**src/flash_cfg_regs.svh**
```systemverilog
// Register offsets, field positions, reset values and timing figures of the flash driver config bank
`ifndef FLASH_CFG_REGS_SVH
`define FLASH_CFG_REGS_SVH

`define SLAVE_ADDRESS          7'h30
`define REG_CHIP_IDENTITY      8'h00
`define REG_REVISION_INFO      8'h01
`define REG_IND_TIMEOUT_CFG    8'h02
`define CFG_RESET_VALUE        8'h0F
`define TIMEOUT_LSB            0
`define TIMEOUT_MSB            3
`define THRESHOLD_LSB          4
`define THRESHOLD_MSB          5
`define IND_CURRENT_LSB        6
`define IND_CURRENT_MSB        7
`define CLOCK_HZ               25000000
`define CYCLES_PER_MS          (`CLOCK_HZ / 1000)
`define TIMEOUT_BASE_MS        100
`define TIMEOUT_STEP_MS        50
`define TIMEOUT_BASE_CYCLES    (`TIMEOUT_BASE_MS * `CYCLES_PER_MS)
`define TIMEOUT_STEP_CYCLES    (`TIMEOUT_STEP_MS * `CYCLES_PER_MS)

`endif

```
**src/flash_cfg_pkg.sv**
```systemverilog
// Types shared by the flash driver config bank
package flash_cfg_pkg;

    typedef enum logic [3:0] {
        ST_IDLE      = 4'b0000,
        ST_ADDR      = 4'b0001,
        ST_ADDR_ACK  = 4'b0010,
        ST_PTR       = 4'b0011,
        ST_PTR_ACK   = 4'b0100,
        ST_WDATA     = 4'b0101,
        ST_WDATA_ACK = 4'b0110,
        ST_RDATA     = 4'b0111,
        ST_RACK      = 4'b1000
    } serial_state_e;

endpackage

```
**src/flash_timer_if.sv**
```systemverilog
// Link between the register bank and the flash timeout timer
`timescale 1ns/1ps
`default_nettype none
interface flash_timer_if;
    logic [3:0] timeout_code;
    logic       trigger;
    logic       flash_on;
    logic       expired;

    modport bank  (output timeout_code, output trigger, input flash_on, input expired);
    modport timer (input timeout_code, input trigger, output flash_on, output expired);
endinterface
`default_nettype wire

```
**src/flash_driver_config_regs.sv**
```systemverilog
// Two-wire serial slave with the identity, revision and indicator/timeout config registers
//
// Summary of operation
// - Address 0 reads a fixed identity byte
// - Address 1 reads revision, upper nibble zero
// - Address 2 is a read/write config register
// - Bits 3:0 timeout code, 100ms+50ms/step, reset Fh
// - Bits 5:4 pick LED count threshold, reset 00
// - Bits 7:6 pick indicator current, reset 00
// - Slave address 0110000, direction bit last
// - Register pointer advances after each data byte
// - Flash ends by the coded timeout
`timescale 1ns/1ps
`default_nettype none
`include "flash_cfg_regs.svh"
module flash_driver_config_regs #(
    parameter int       P_TIMEOUT_BASE_CYCLES = `TIMEOUT_BASE_CYCLES,
    parameter int       P_TIMEOUT_STEP_CYCLES = `TIMEOUT_STEP_CYCLES,
    parameter logic [7:0] P_CHIP_IDENTITY_VALUE = 8'hA5, // Arbitrary value
    parameter logic [3:0] P_REVISION            = 4'h1   // Arbitrary value
) (
    input  wire logic       i_clock,
    input  wire logic       i_rstn,
    input  wire logic       i_scl,
    input  wire logic       i_sda,
    output logic            o_sda_out,
    output logic            o_sda_oe,
    input  wire logic       i_strobe,
    input  wire logic       i_flash_request,
    output logic            o_flash_on,
    output logic            o_flash_expired,
    output logic [3:0]      o_flash_timeout_code,
    output logic [1:0]      o_led_count_threshold_voltage_sel,
    output logic [1:0]      o_indicator_current_sel
);
    import flash_cfg_pkg::*;

    // ----------------------------------------
    // Reset release and pin synchronisers
    // ----------------------------------------
    logic [1:0] rst_sync_q;
    logic       rstn;
    logic [2:0] meta_q, mid_q, last_q, filt_q, prev_q, filt_d;

    always_ff @(posedge i_clock or negedge i_rstn) begin
        if (!i_rstn) begin
            rst_sync_q <= 2'b00;
        end else begin
            rst_sync_q <= {rst_sync_q[0], 1'b1};
        end
    end
    assign rstn = rst_sync_q[1];

    // Bit 2 strobe, bit 1 scl, bit 0 sda; a change counts once stages two and three agree
    assign filt_d = (~(mid_q ^ last_q) & mid_q) | ((mid_q ^ last_q) & filt_q);

    always_ff @(posedge i_clock or negedge rstn) begin
        if (!rstn) begin
            meta_q <= 3'h3;
            mid_q  <= 3'h3;
            last_q <= 3'h3;
            filt_q <= 3'h3;
            prev_q <= 3'h3;
        end else begin
            meta_q <= {i_strobe, i_scl, i_sda};
            mid_q  <= meta_q;
            last_q <= mid_q;
            filt_q <= filt_d;
            prev_q <= filt_q;
        end
    end

    logic scl_rise, scl_fall, bus_start, bus_stop, sda_f;
    assign sda_f     = filt_q[0];
    assign scl_rise  = filt_q[1] & ~prev_q[1];
    assign scl_fall  = ~filt_q[1] & prev_q[1];
    assign bus_start = filt_q[1] & prev_q[1] & prev_q[0] & ~filt_q[0];
    assign bus_stop  = filt_q[1] & prev_q[1] & ~prev_q[0] & filt_q[0];

    // ----------------------------------------
    // Serial slave and register bank
    // ----------------------------------------
    serial_state_e state_q, state_d;
    logic [3:0]    bitcnt_q, bitcnt_d;
    logic [7:0]    shift_q, shift_d, tx_q, tx_d, ptr_q, ptr_d, cfg_q, cfg_d;
    logic          rw_q, rw_d, sda_oe_q, sda_oe_d;

    function automatic logic [7:0] reg_read(input logic [7:0] addr, input logic [7:0] cfg);
        unique case (addr)
            `REG_CHIP_IDENTITY:   reg_read = P_CHIP_IDENTITY_VALUE;
            `REG_REVISION_INFO:   reg_read = {4'h0, P_REVISION};
            `REG_IND_TIMEOUT_CFG: reg_read = cfg;
            default:              reg_read = 8'h00;
        endcase
    endfunction

    always_comb begin
        state_d  = state_q;
        bitcnt_d = bitcnt_q;
        shift_d  = shift_q;
        tx_d     = tx_q;
        ptr_d    = ptr_q;
        rw_d     = rw_q;
        cfg_d    = cfg_q;
        if (bus_stop) begin
            state_d = ST_IDLE;
        end else if (bus_start) begin
            state_d  = ST_ADDR;
            bitcnt_d = 4'h0;
        end else if (scl_rise) begin
            if (state_q == ST_ADDR || state_q == ST_PTR || state_q == ST_WDATA) begin
                shift_d  = {shift_q[6:0], sda_f};
                bitcnt_d = bitcnt_q + 4'h1;
            end else if (state_q == ST_RDATA) begin
                bitcnt_d = bitcnt_q + 4'h1;
            end else if (state_q == ST_RACK) begin
                shift_d[0] = sda_f;
            end
        end else if (scl_fall) begin
            unique case (state_q)
                ST_ADDR: if (bitcnt_q == 4'h8) begin
                    if (shift_q[7:1] == `SLAVE_ADDRESS) begin
                        state_d = ST_ADDR_ACK;
                        rw_d    = shift_q[0];
                    end else begin
                        state_d = ST_IDLE;
                    end
                end
                ST_ADDR_ACK: begin
                    bitcnt_d = 4'h0;
                    if (rw_q) begin
                        state_d = ST_RDATA;
                        tx_d    = reg_read(ptr_q, cfg_q);
                    end else begin
                        state_d = ST_PTR;
                    end
                end
                ST_PTR: if (bitcnt_q == 4'h8) begin
                    ptr_d   = shift_q;
                    state_d = ST_PTR_ACK;
                end
                ST_WDATA: if (bitcnt_q == 4'h8) begin
                    if (ptr_q == `REG_IND_TIMEOUT_CFG) begin
                        cfg_d = shift_q;
                    end
                    ptr_d   = ptr_q + 8'h01;
                    state_d = ST_WDATA_ACK;
                end
                ST_PTR_ACK, ST_WDATA_ACK: begin
                    state_d  = ST_WDATA;
                    bitcnt_d = 4'h0;
                end
                ST_RDATA: begin
                    if (bitcnt_q == 4'h8) begin
                        ptr_d   = ptr_q + 8'h01;
                        state_d = ST_RACK;
                    end else begin
                        tx_d = {tx_q[6:0], 1'b1};
                    end
                end
                ST_RACK: begin
                    if (!shift_q[0]) begin
                        state_d  = ST_RDATA;
                        bitcnt_d = 4'h0;
                        tx_d     = reg_read(ptr_q, cfg_q);
                    end else begin
                        state_d = ST_IDLE;
                    end
                end
                ST_IDLE: state_d = ST_IDLE;
                default: state_d = ST_IDLE;
            endcase
        end
        sda_oe_d = (state_d == ST_ADDR_ACK) || (state_d == ST_PTR_ACK) || (state_d == ST_WDATA_ACK)
                   || ((state_d == ST_RDATA) && !tx_d[7]);
    end

    always_ff @(posedge i_clock or negedge rstn) begin
        if (!rstn) begin
            state_q  <= ST_IDLE;
            bitcnt_q <= 4'h0;
            shift_q  <= 8'h00;
            tx_q     <= 8'hFF;
            ptr_q    <= 8'h00;
            rw_q     <= 1'b0;
            cfg_q    <= `CFG_RESET_VALUE;
            sda_oe_q <= 1'b0;
        end else begin
            state_q  <= state_d;
            bitcnt_q <= bitcnt_d;
            shift_q  <= shift_d;
            tx_q     <= tx_d;
            ptr_q    <= ptr_d;
            rw_q     <= rw_d;
            cfg_q    <= cfg_d;
            sda_oe_q <= sda_oe_d;
        end
    end

    assign o_sda_out = 1'b0;
    assign o_sda_oe  = sda_oe_q;
    assign o_flash_timeout_code              = cfg_q[`TIMEOUT_MSB:`TIMEOUT_LSB];
    assign o_led_count_threshold_voltage_sel = cfg_q[`THRESHOLD_MSB:`THRESHOLD_LSB];
    assign o_indicator_current_sel           = cfg_q[`IND_CURRENT_MSB:`IND_CURRENT_LSB];

    // ----------------------------------------
    // Flash timeout timer
    // ----------------------------------------
    flash_timer_if tif ();
    assign tif.timeout_code = cfg_q[`TIMEOUT_MSB:`TIMEOUT_LSB];
    assign tif.trigger      = i_flash_request | filt_q[2];
    assign o_flash_on       = tif.flash_on;
    assign o_flash_expired  = tif.expired;

    flash_timeout_timer #(
        .P_BASE_CYCLES (P_TIMEOUT_BASE_CYCLES),
        .P_STEP_CYCLES (P_TIMEOUT_STEP_CYCLES)
    ) u_timer (
        .i_clock (i_clock),
        .i_rstn  (rstn),
        .tif     (tif.timer)
    );

    logic data_end, load_rd;
    assign data_end = scl_fall && !bus_start && !bus_stop && bitcnt_q == 4'h8;
    assign load_rd  = scl_fall && !bus_start && !bus_stop && state_q == ST_ADDR_ACK && rw_q;
endmodule // flash_driver_config_regs
`default_nettype wire

```
**src/flash_timeout_timer.sv**
```systemverilog
// Flash timeout timer: ends a triggered flash after the coded duration
`timescale 1ns/1ps
`default_nettype none
`include "flash_cfg_regs.svh"
module flash_timeout_timer #(
    parameter int P_BASE_CYCLES = `TIMEOUT_BASE_CYCLES,
    parameter int P_STEP_CYCLES = `TIMEOUT_STEP_CYCLES
) (
    input  wire logic   i_clock,
    input  wire logic   i_rstn,
    flash_timer_if.timer tif
);
    import flash_cfg_pkg::*;

    logic [31:0] count_q, count_d;
    logic        on_q, on_d;
    logic        done_q, done_d;
    logic [31:0] limit;

    function automatic logic [31:0] timeout_cycles(input logic [3:0] code);
        timeout_cycles = 32'(P_BASE_CYCLES) + 32'(P_STEP_CYCLES) * {28'h0000000, code};
    endfunction

    assign limit = timeout_cycles(tif.timeout_code);

    always_comb begin
        count_d = count_q;
        on_d    = on_q;
        done_d  = done_q;
        if (!tif.trigger) begin
            count_d = 32'h00000000;
            on_d    = 1'b0;
            done_d  = 1'b0;
        end else if (!on_q && !done_q) begin
            count_d = 32'h00000001;
            on_d    = 1'b1;
        end else if (on_q) begin
            if (count_q >= limit) begin
                on_d   = 1'b0;
                done_d = 1'b1;
            end else begin
                count_d = count_q + 32'h00000001;
            end
        end
    end

    always_ff @(posedge i_clock or negedge i_rstn) begin
        if (!i_rstn) begin
            count_q <= 32'h00000000;
            on_q    <= 1'b0;
            done_q  <= 1'b0;
        end else begin
            count_q <= count_d;
            on_q    <= on_d;
            done_q  <= done_d;
        end
    end

    assign tif.flash_on = on_q;
    assign tif.expired  = done_q;
endmodule // flash_timeout_timer
`default_nettype wire

```
**config.mk**
```make
export PLATFORM = sky130hd
export DESIGN_NAME = flash_driver_config_regs
export DESIGN_NICKNAME = d
export VERILOG_FILES = /design/src/flash_cfg_pkg.sv /design/src/flash_timer_if.sv /design/src/flash_driver_config_regs.sv /design/src/flash_timeout_timer.sv
export VERILOG_INCLUDE_DIRS = /design/src
export SDC_FILE = /design/constraint.sdc
export NUM_CORES = 1
export LEC_CHECK = 0
export BUFFER_PORTS_ARGS = -buffer_cell sky130_fd_sc_hd__buf_2
export CAP_MARGIN = 10
export CORE_ASPECT_RATIO = 1.1
export CORE_MARGIN = 1.5
export CORE_UTILIZATION = 55
export DETAILED_ROUTE_END_ITERATION = 8
export PLACE_DENSITY_LB_ADDON = 0.05
export SLEW_MARGIN = 25
export SYNTH_ARGS = -nofsm -noshare
export SYNTH_HDL_FRONTEND = slang
export SYNTH_SLANG_ARGS = --single-unit
```
**constraint.sdc**
```tcl
create_clock -name i_clock -period 3.3 [get_ports i_clock]
set_clock_uncertainty 0.15 [all_clocks]
set_input_delay 0.66 -clock i_clock [delete_from_list [all_inputs] [get_ports i_clock]]
set_output_delay 0.66 -clock i_clock [all_outputs]
set_load 0.05 [all_outputs]
```
==> run_summary.xml <==
<?xml version="1.0" encoding="UTF-8"?>
<metrics>
  <group name="clocking">
    <metric name="ctsHtreeMaxLevel" unit="">3</metric>
    <metric name="max-clock-path-buffers" unit="">2</metric>
    <metric name="cts_num_sinks" unit="">92</metric>
    <metric name="clock_insertion_delay_worst_skew" unit="ns">0.35</metric>
    <metric name="total_cts_buffers" unit="">9</metric>
    <metric name="clkSlewWorstSetupHoldPaths" unit="ns">0.07</metric>
    <metric name="root_buffer" unit="">sky130_fd_sc_hd__clkbuf_16</metric>
    <metric name="cts_tree" unit="">built</metric>
  </group>
  <group name="cells_and_area">
    <metric name="final_nets" unit="">875</metric>
    <metric name="utilization" unit="%">75.2</metric>
    <metric name="layout.filler_cells" unit="">762</metric>
    <metric name="stdcell_count" unit="">962</metric>
    <metric name="area_delta_synth_final" unit="%">31.5</metric>
    <metric name="insertedDiodeCount" unit="">0</metric>
    <metric name="layout_commonest_cell" unit="">sky130_fd_sc_hd__buf_4</metric>
    <metric name="layout_cells_sized_above_1" unit="%">34.0</metric>
    <metric name="most_frequent_cells_in_the_layout" unit="">111 x sky130_fd_sc_hd__buf_4, 71 x sky130_fd_sc_hd__nand2_1, 69 x sky130_fd_sc_hd__dfrtp_1</metric>
  </group>
  <group name="setup_path">
    <metric name="type_of_the_worst_setup_path" unit="">reg2reg</metric>
    <metric name="timing.critical_path.fanout_max" unit="">7</metric>
    <metric name="critical_path.startpoint_type" unit="">flop</metric>
    <metric name="worst_setup_path_end_kind" unit="">flop</metric>
    <metric name="regToRegStartpoint" unit="">cfg_q[2]$_DFFE_PN1P_</metric>
    <metric name="cpPeakStageDelay" unit="ns">0.64</metric>
    <metric name="r2r_setup_slack" unit="ns">-2.46</metric>
    <metric name="cp_common_cell" unit="">sky130_fd_sc_hd__ha_4</metric>
    <metric name="timing.critical_path.arrival" unit="ns">5.84</metric>
    <metric name="crit_start" unit="">cfg_q[2]$_DFFE_PN1P_</metric>
    <metric name="critical-path-slowest-cell" unit="">sky130_fd_sc_hd__dfstp_4</metric>
    <metric name="worst_path_dominant_cell_family" unit="">compound AO/OA/AOI/OAI gates</metric>
    <metric name="worstPathCellList" unit="">inv_4 &gt; ha_4 &gt; inv_2 &gt; fa_1 &gt; ha_4 &gt; a21o_4 &gt; a21oi_4 &gt; xor2_4 &gt; o41ai_4 &gt; a311oi_2 &gt; buf_4 &gt; or3_4 &gt; xor2_1 &gt; ha_1 &gt; a21oi_2 &gt; nor2b_1 &gt; o21ai_1 &gt; o211a_1 &gt; o21ai_4 &gt; or4_4 &gt; buf_8 &gt; buf_6 &gt; o211ai_1 &gt; nand2_1</metric>
    <metric name="worstPathRequired" unit="ns">3.38</metric>
    <metric name="critical_path_buf_inv_count" unit="">5</metric>
  </group>
  <group name="sta">
    <metric name="maxSlewViolCount" unit="">0</metric>
    <metric name="setup_viol_count_final" unit="">29</metric>
    <metric name="fin_hold_viols" unit="">0</metric>
    <metric name="timing.final.ws_setup" unit="ns">-2.46</metric>
    <metric name="worst_slew_margin_rel" unit="%">63.1</metric>
    <metric name="highest_clock_rate" unit="MHz">174</metric>
    <metric name="worst_pin_slew" unit="ns">0.554</metric>
    <metric name="grt_setup_unrepaired" unit="">true</metric>
    <metric name="min_cycle_time_layout" unit="ns">5.76</metric>
    <metric name="final_min_period_over_clock_period" unit="%">175</metric>
    <metric name="timing.setup.tns" unit="ns">-68.64</metric>
  </group>
  <group name="synth">
    <metric name="synth.distinct_cells" unit="">76</metric>
    <metric name="synth.net_count" unit="">738</metric>
    <metric name="synth.ff_latch_count" unit="">92</metric>
    <metric name="combined_area_of_all_synthesized_cells" unit="um2">6320</metric>
    <metric name="synth-edff-count" unit="">0</metric>
    <metric name="synth_top_flop_cell" unit="">sky130_fd_sc_hd__dfrtp_1</metric>
    <metric name="synthCells" unit="">673</metric>
    <metric name="synth.avg_cell_area" unit="um2">9.39</metric>
    <metric name="synth_sequential_area_ratio" unit="%">36.9</metric>
    <metric name="asyncSetResetFlopFracSynth" unit="%">100</metric>
    <metric name="ys.warnings.count" unit="">0</metric>
  </group>
  <group name="place">
    <metric name="post-dp-hpwl" unit="mm">11.4</metric>
    <metric name="dpl_worst_slack" unit="ns">-2.36</metric>
    <metric name="routabilityCongestion" unit="">0.843</metric>
    <metric name="buffer_ports.inserted" unit="">16</metric>
    <metric name="numPlacedInstances" unit="">921</metric>
  </group>
  <group name="route">
    <metric name="drt-total-wl" unit="mm">16.5</metric>
    <metric name="post_drt_wl_per_cell" unit="um">17.2</metric>
    <metric name="drc" unit="">0</metric>
    <metric name="vias_per_cell" unit="">5.95</metric>
    <metric name="first_iter_violations" unit="">307</metric>
    <metric name="antenna_left" unit="">0</metric>
    <metric name="vias" unit="">5727</metric>
    <metric name="detailedRoute.firstPassIterationCount" unit="">5</metric>
  </group>
  <group name="outcome">
    <metric name="violations" unit="">setup timing</metric>
    <metric name="run_status" unit="">complete, but fails checks</metric>
  </group>
  <group name="floorplanning">
    <metric name="io_pins" unit="">18</metric>
    <metric name="coreArea" unit="um2">11100</metric>
    <metric name="vertical_die_dimension" unit="um">115</metric>
    <metric name="die_area" unit="um2">12100</metric>
    <metric name="std_cell_rows" unit="">40</metric>
    <metric name="initial_core_util" unit="%">57.1</metric>
    <metric name="fp.dieW" unit="um">105</metric>
  </group>
  <group name="grt">
    <metric name="gr-usage-all-layers" unit="%">27.8</metric>
    <metric name="grt_pass1_vias" unit="">5609</metric>
    <metric name="antenna_found_initial" unit="">0</metric>
    <metric name="grt-ovfl-total" unit="">0</metric>
    <metric name="grt_first_pass_wirelength" unit="mm">27.1</metric>
    <metric name="maximum_number_of_pins_on_one_net_before_global_route_repair" unit="">47</metric>
  </group>
  <group name="power">
    <metric name="peakVddDrop" unit="mV">0.374</metric>
    <metric name="power_total" unit="mW">3.05</metric>
    <metric name="power_density" unit="nW/um2">367</metric>
    <metric name="leakage" unit="nW">3.90</metric>
  </group>
  <group name="job">
    <metric name="cap_violations" unit="">0</metric>
  </group>
  <group name="worst_hold_path">
    <metric name="holdCritPathClass" unit="">reg2async</metric>
  </group>
</metrics>
report_power, final:
part           switching (mW)  leakage [nW]  internal, mW
registers               0.171          1.17          1.24
logic                   0.372          2.58         0.246
clock network           0.487         0.145         0.537
total                    1.03          3.90          2.02
state kept, by name, summed over array words and instances (netlist names), 2 cells and up, named ones only:
register	cells
bitcnt_q	4
cfg_q	8
last_q	3
meta_q	3
mid_q	3
prev_q	2
ptr_q	8
rst_sync_q	2
shift_q	8
state_q	4
tx_q	8
u_timer.count_q	32
worst paths after layout:
check,end,depth (start not counted)
max,u_timer.count_q[15]$_DFFE_PN0P_,24
min,u_timer.count_q[22]$_DFFE_PN0P_,0
max reg2reg,u_timer.count_q[15]$_DFFE_PN0P_,24
min reg2reg,u_timer.count_q[22]$_DFFE_PN0P_,0
max in group asynchronous,prev_q[0]$_DFF_PN1_,1
min in group i_clock,mid_q[2]$_DFF_PN0_,0
metal layers:
metal  up-vias  track usage [%]  part of all wire, %
met5         -                0                    0
met4         0             10.4                  2.4
met3        38             4.27                  3.3
met2       138             50.5                   52
met1      2801             33.5                   42
li1       2750                -                    -
layout make-up:
| type | count | area, um2 | share of cell area (%) |
|---|---|---|---|
| Multi-Input combinational cell | 534 | 4220 | 50.8 |
| Inverter | 29 | 111 | 1.34 |
| Clock buffer | 9 | 225 | 2.71 |
| Sequential cell | 92 | 2340 | 28.2 |
| Clock inverter | 7 | 80.1 | 0.963 |
| Tap cell | 147 | 184 | 2.21 |
| Timing Repair Buffer | 144 | 1150 | 13.8 |
Yosys cell counts (all sizes together) (4+ instances only):
| cell type | n | share of area [%] |
|---|---|---|
| buf | 4 | 0.65 |
| a21oi | 43 | 3.5 |
| o41ai | 4 | 0.79 |
| inv | 29 | 1.7 |
| mux2i | 5 | 0.79 |
| nor2 | 54 | 3.2 |
| o31ai | 5 | 0.81 |
| nor2b | 8 | 0.79 |
| nor4 | 5 | 0.49 |
| o21ai | 36 | 2.9 |
| or2 | 4 | 0.40 |
| dfrtp | 70 | 28 |
| clkbuf | 14 | 0.83 |
| a22oi | 6 | 0.71 |
| nand3 | 19 | 1.5 |
| dfstp | 22 | 9.1 |
| xor2 | 15 | 2.2 |
| mux2 | 19 | 3.4 |
| and4 | 4 | 0.59 |
| ha | 57 | 11 |
| a31oi | 8 | 0.79 |
| nand2 | 72 | 4.3 |
| a31o | 4 | 0.55 |
| xnor2 | 26 | 3.6 |
| o211ai | 9 | 1.1 |
| and3 | 8 | 0.79 |
| or3 | 7 | 0.79 |
| and2 | 9 | 0.89 |
| or4 | 13 | 1.5 |
| a21o | 10 | 1.2 |
| nor3 | 11 | 0.87 |
| o22ai | 4 | 0.40 |
| nand4 | 14 | 1.4 |
timing repair:
action / CTS / global route
pin swaps: 32 / 20
endpoints found under the hold margin: 2 / 0
buffers inserted: 18 / 7
cloned: 1 / 0
resized for setup: 57 / 13
endpoints found under the setup margin: 29 / 29
hold buffers: 1 / 0
logic make-up after synthesis:
kind of cell	Yosys count	synth area share, %
simple gates	244	19.8
compound gates	161	17.7
flops	92	36.9
fa+ha+maj	62	12.4
buf+inv	47	3.21
xor+xnor	41	5.80
mux	24	4.18
other cells	2	0.119
stage by stage:
stage	instance area [um2]	hold slack, ns
after floorplan	6480	0.181
after global placement	7400	0.184
after detailed placement	7430	0.189
after CTS	8200	0.188
after global routing	8310	0.211
final	8310	0.176
Note: power is estimated with default switching activity, not from simulation.
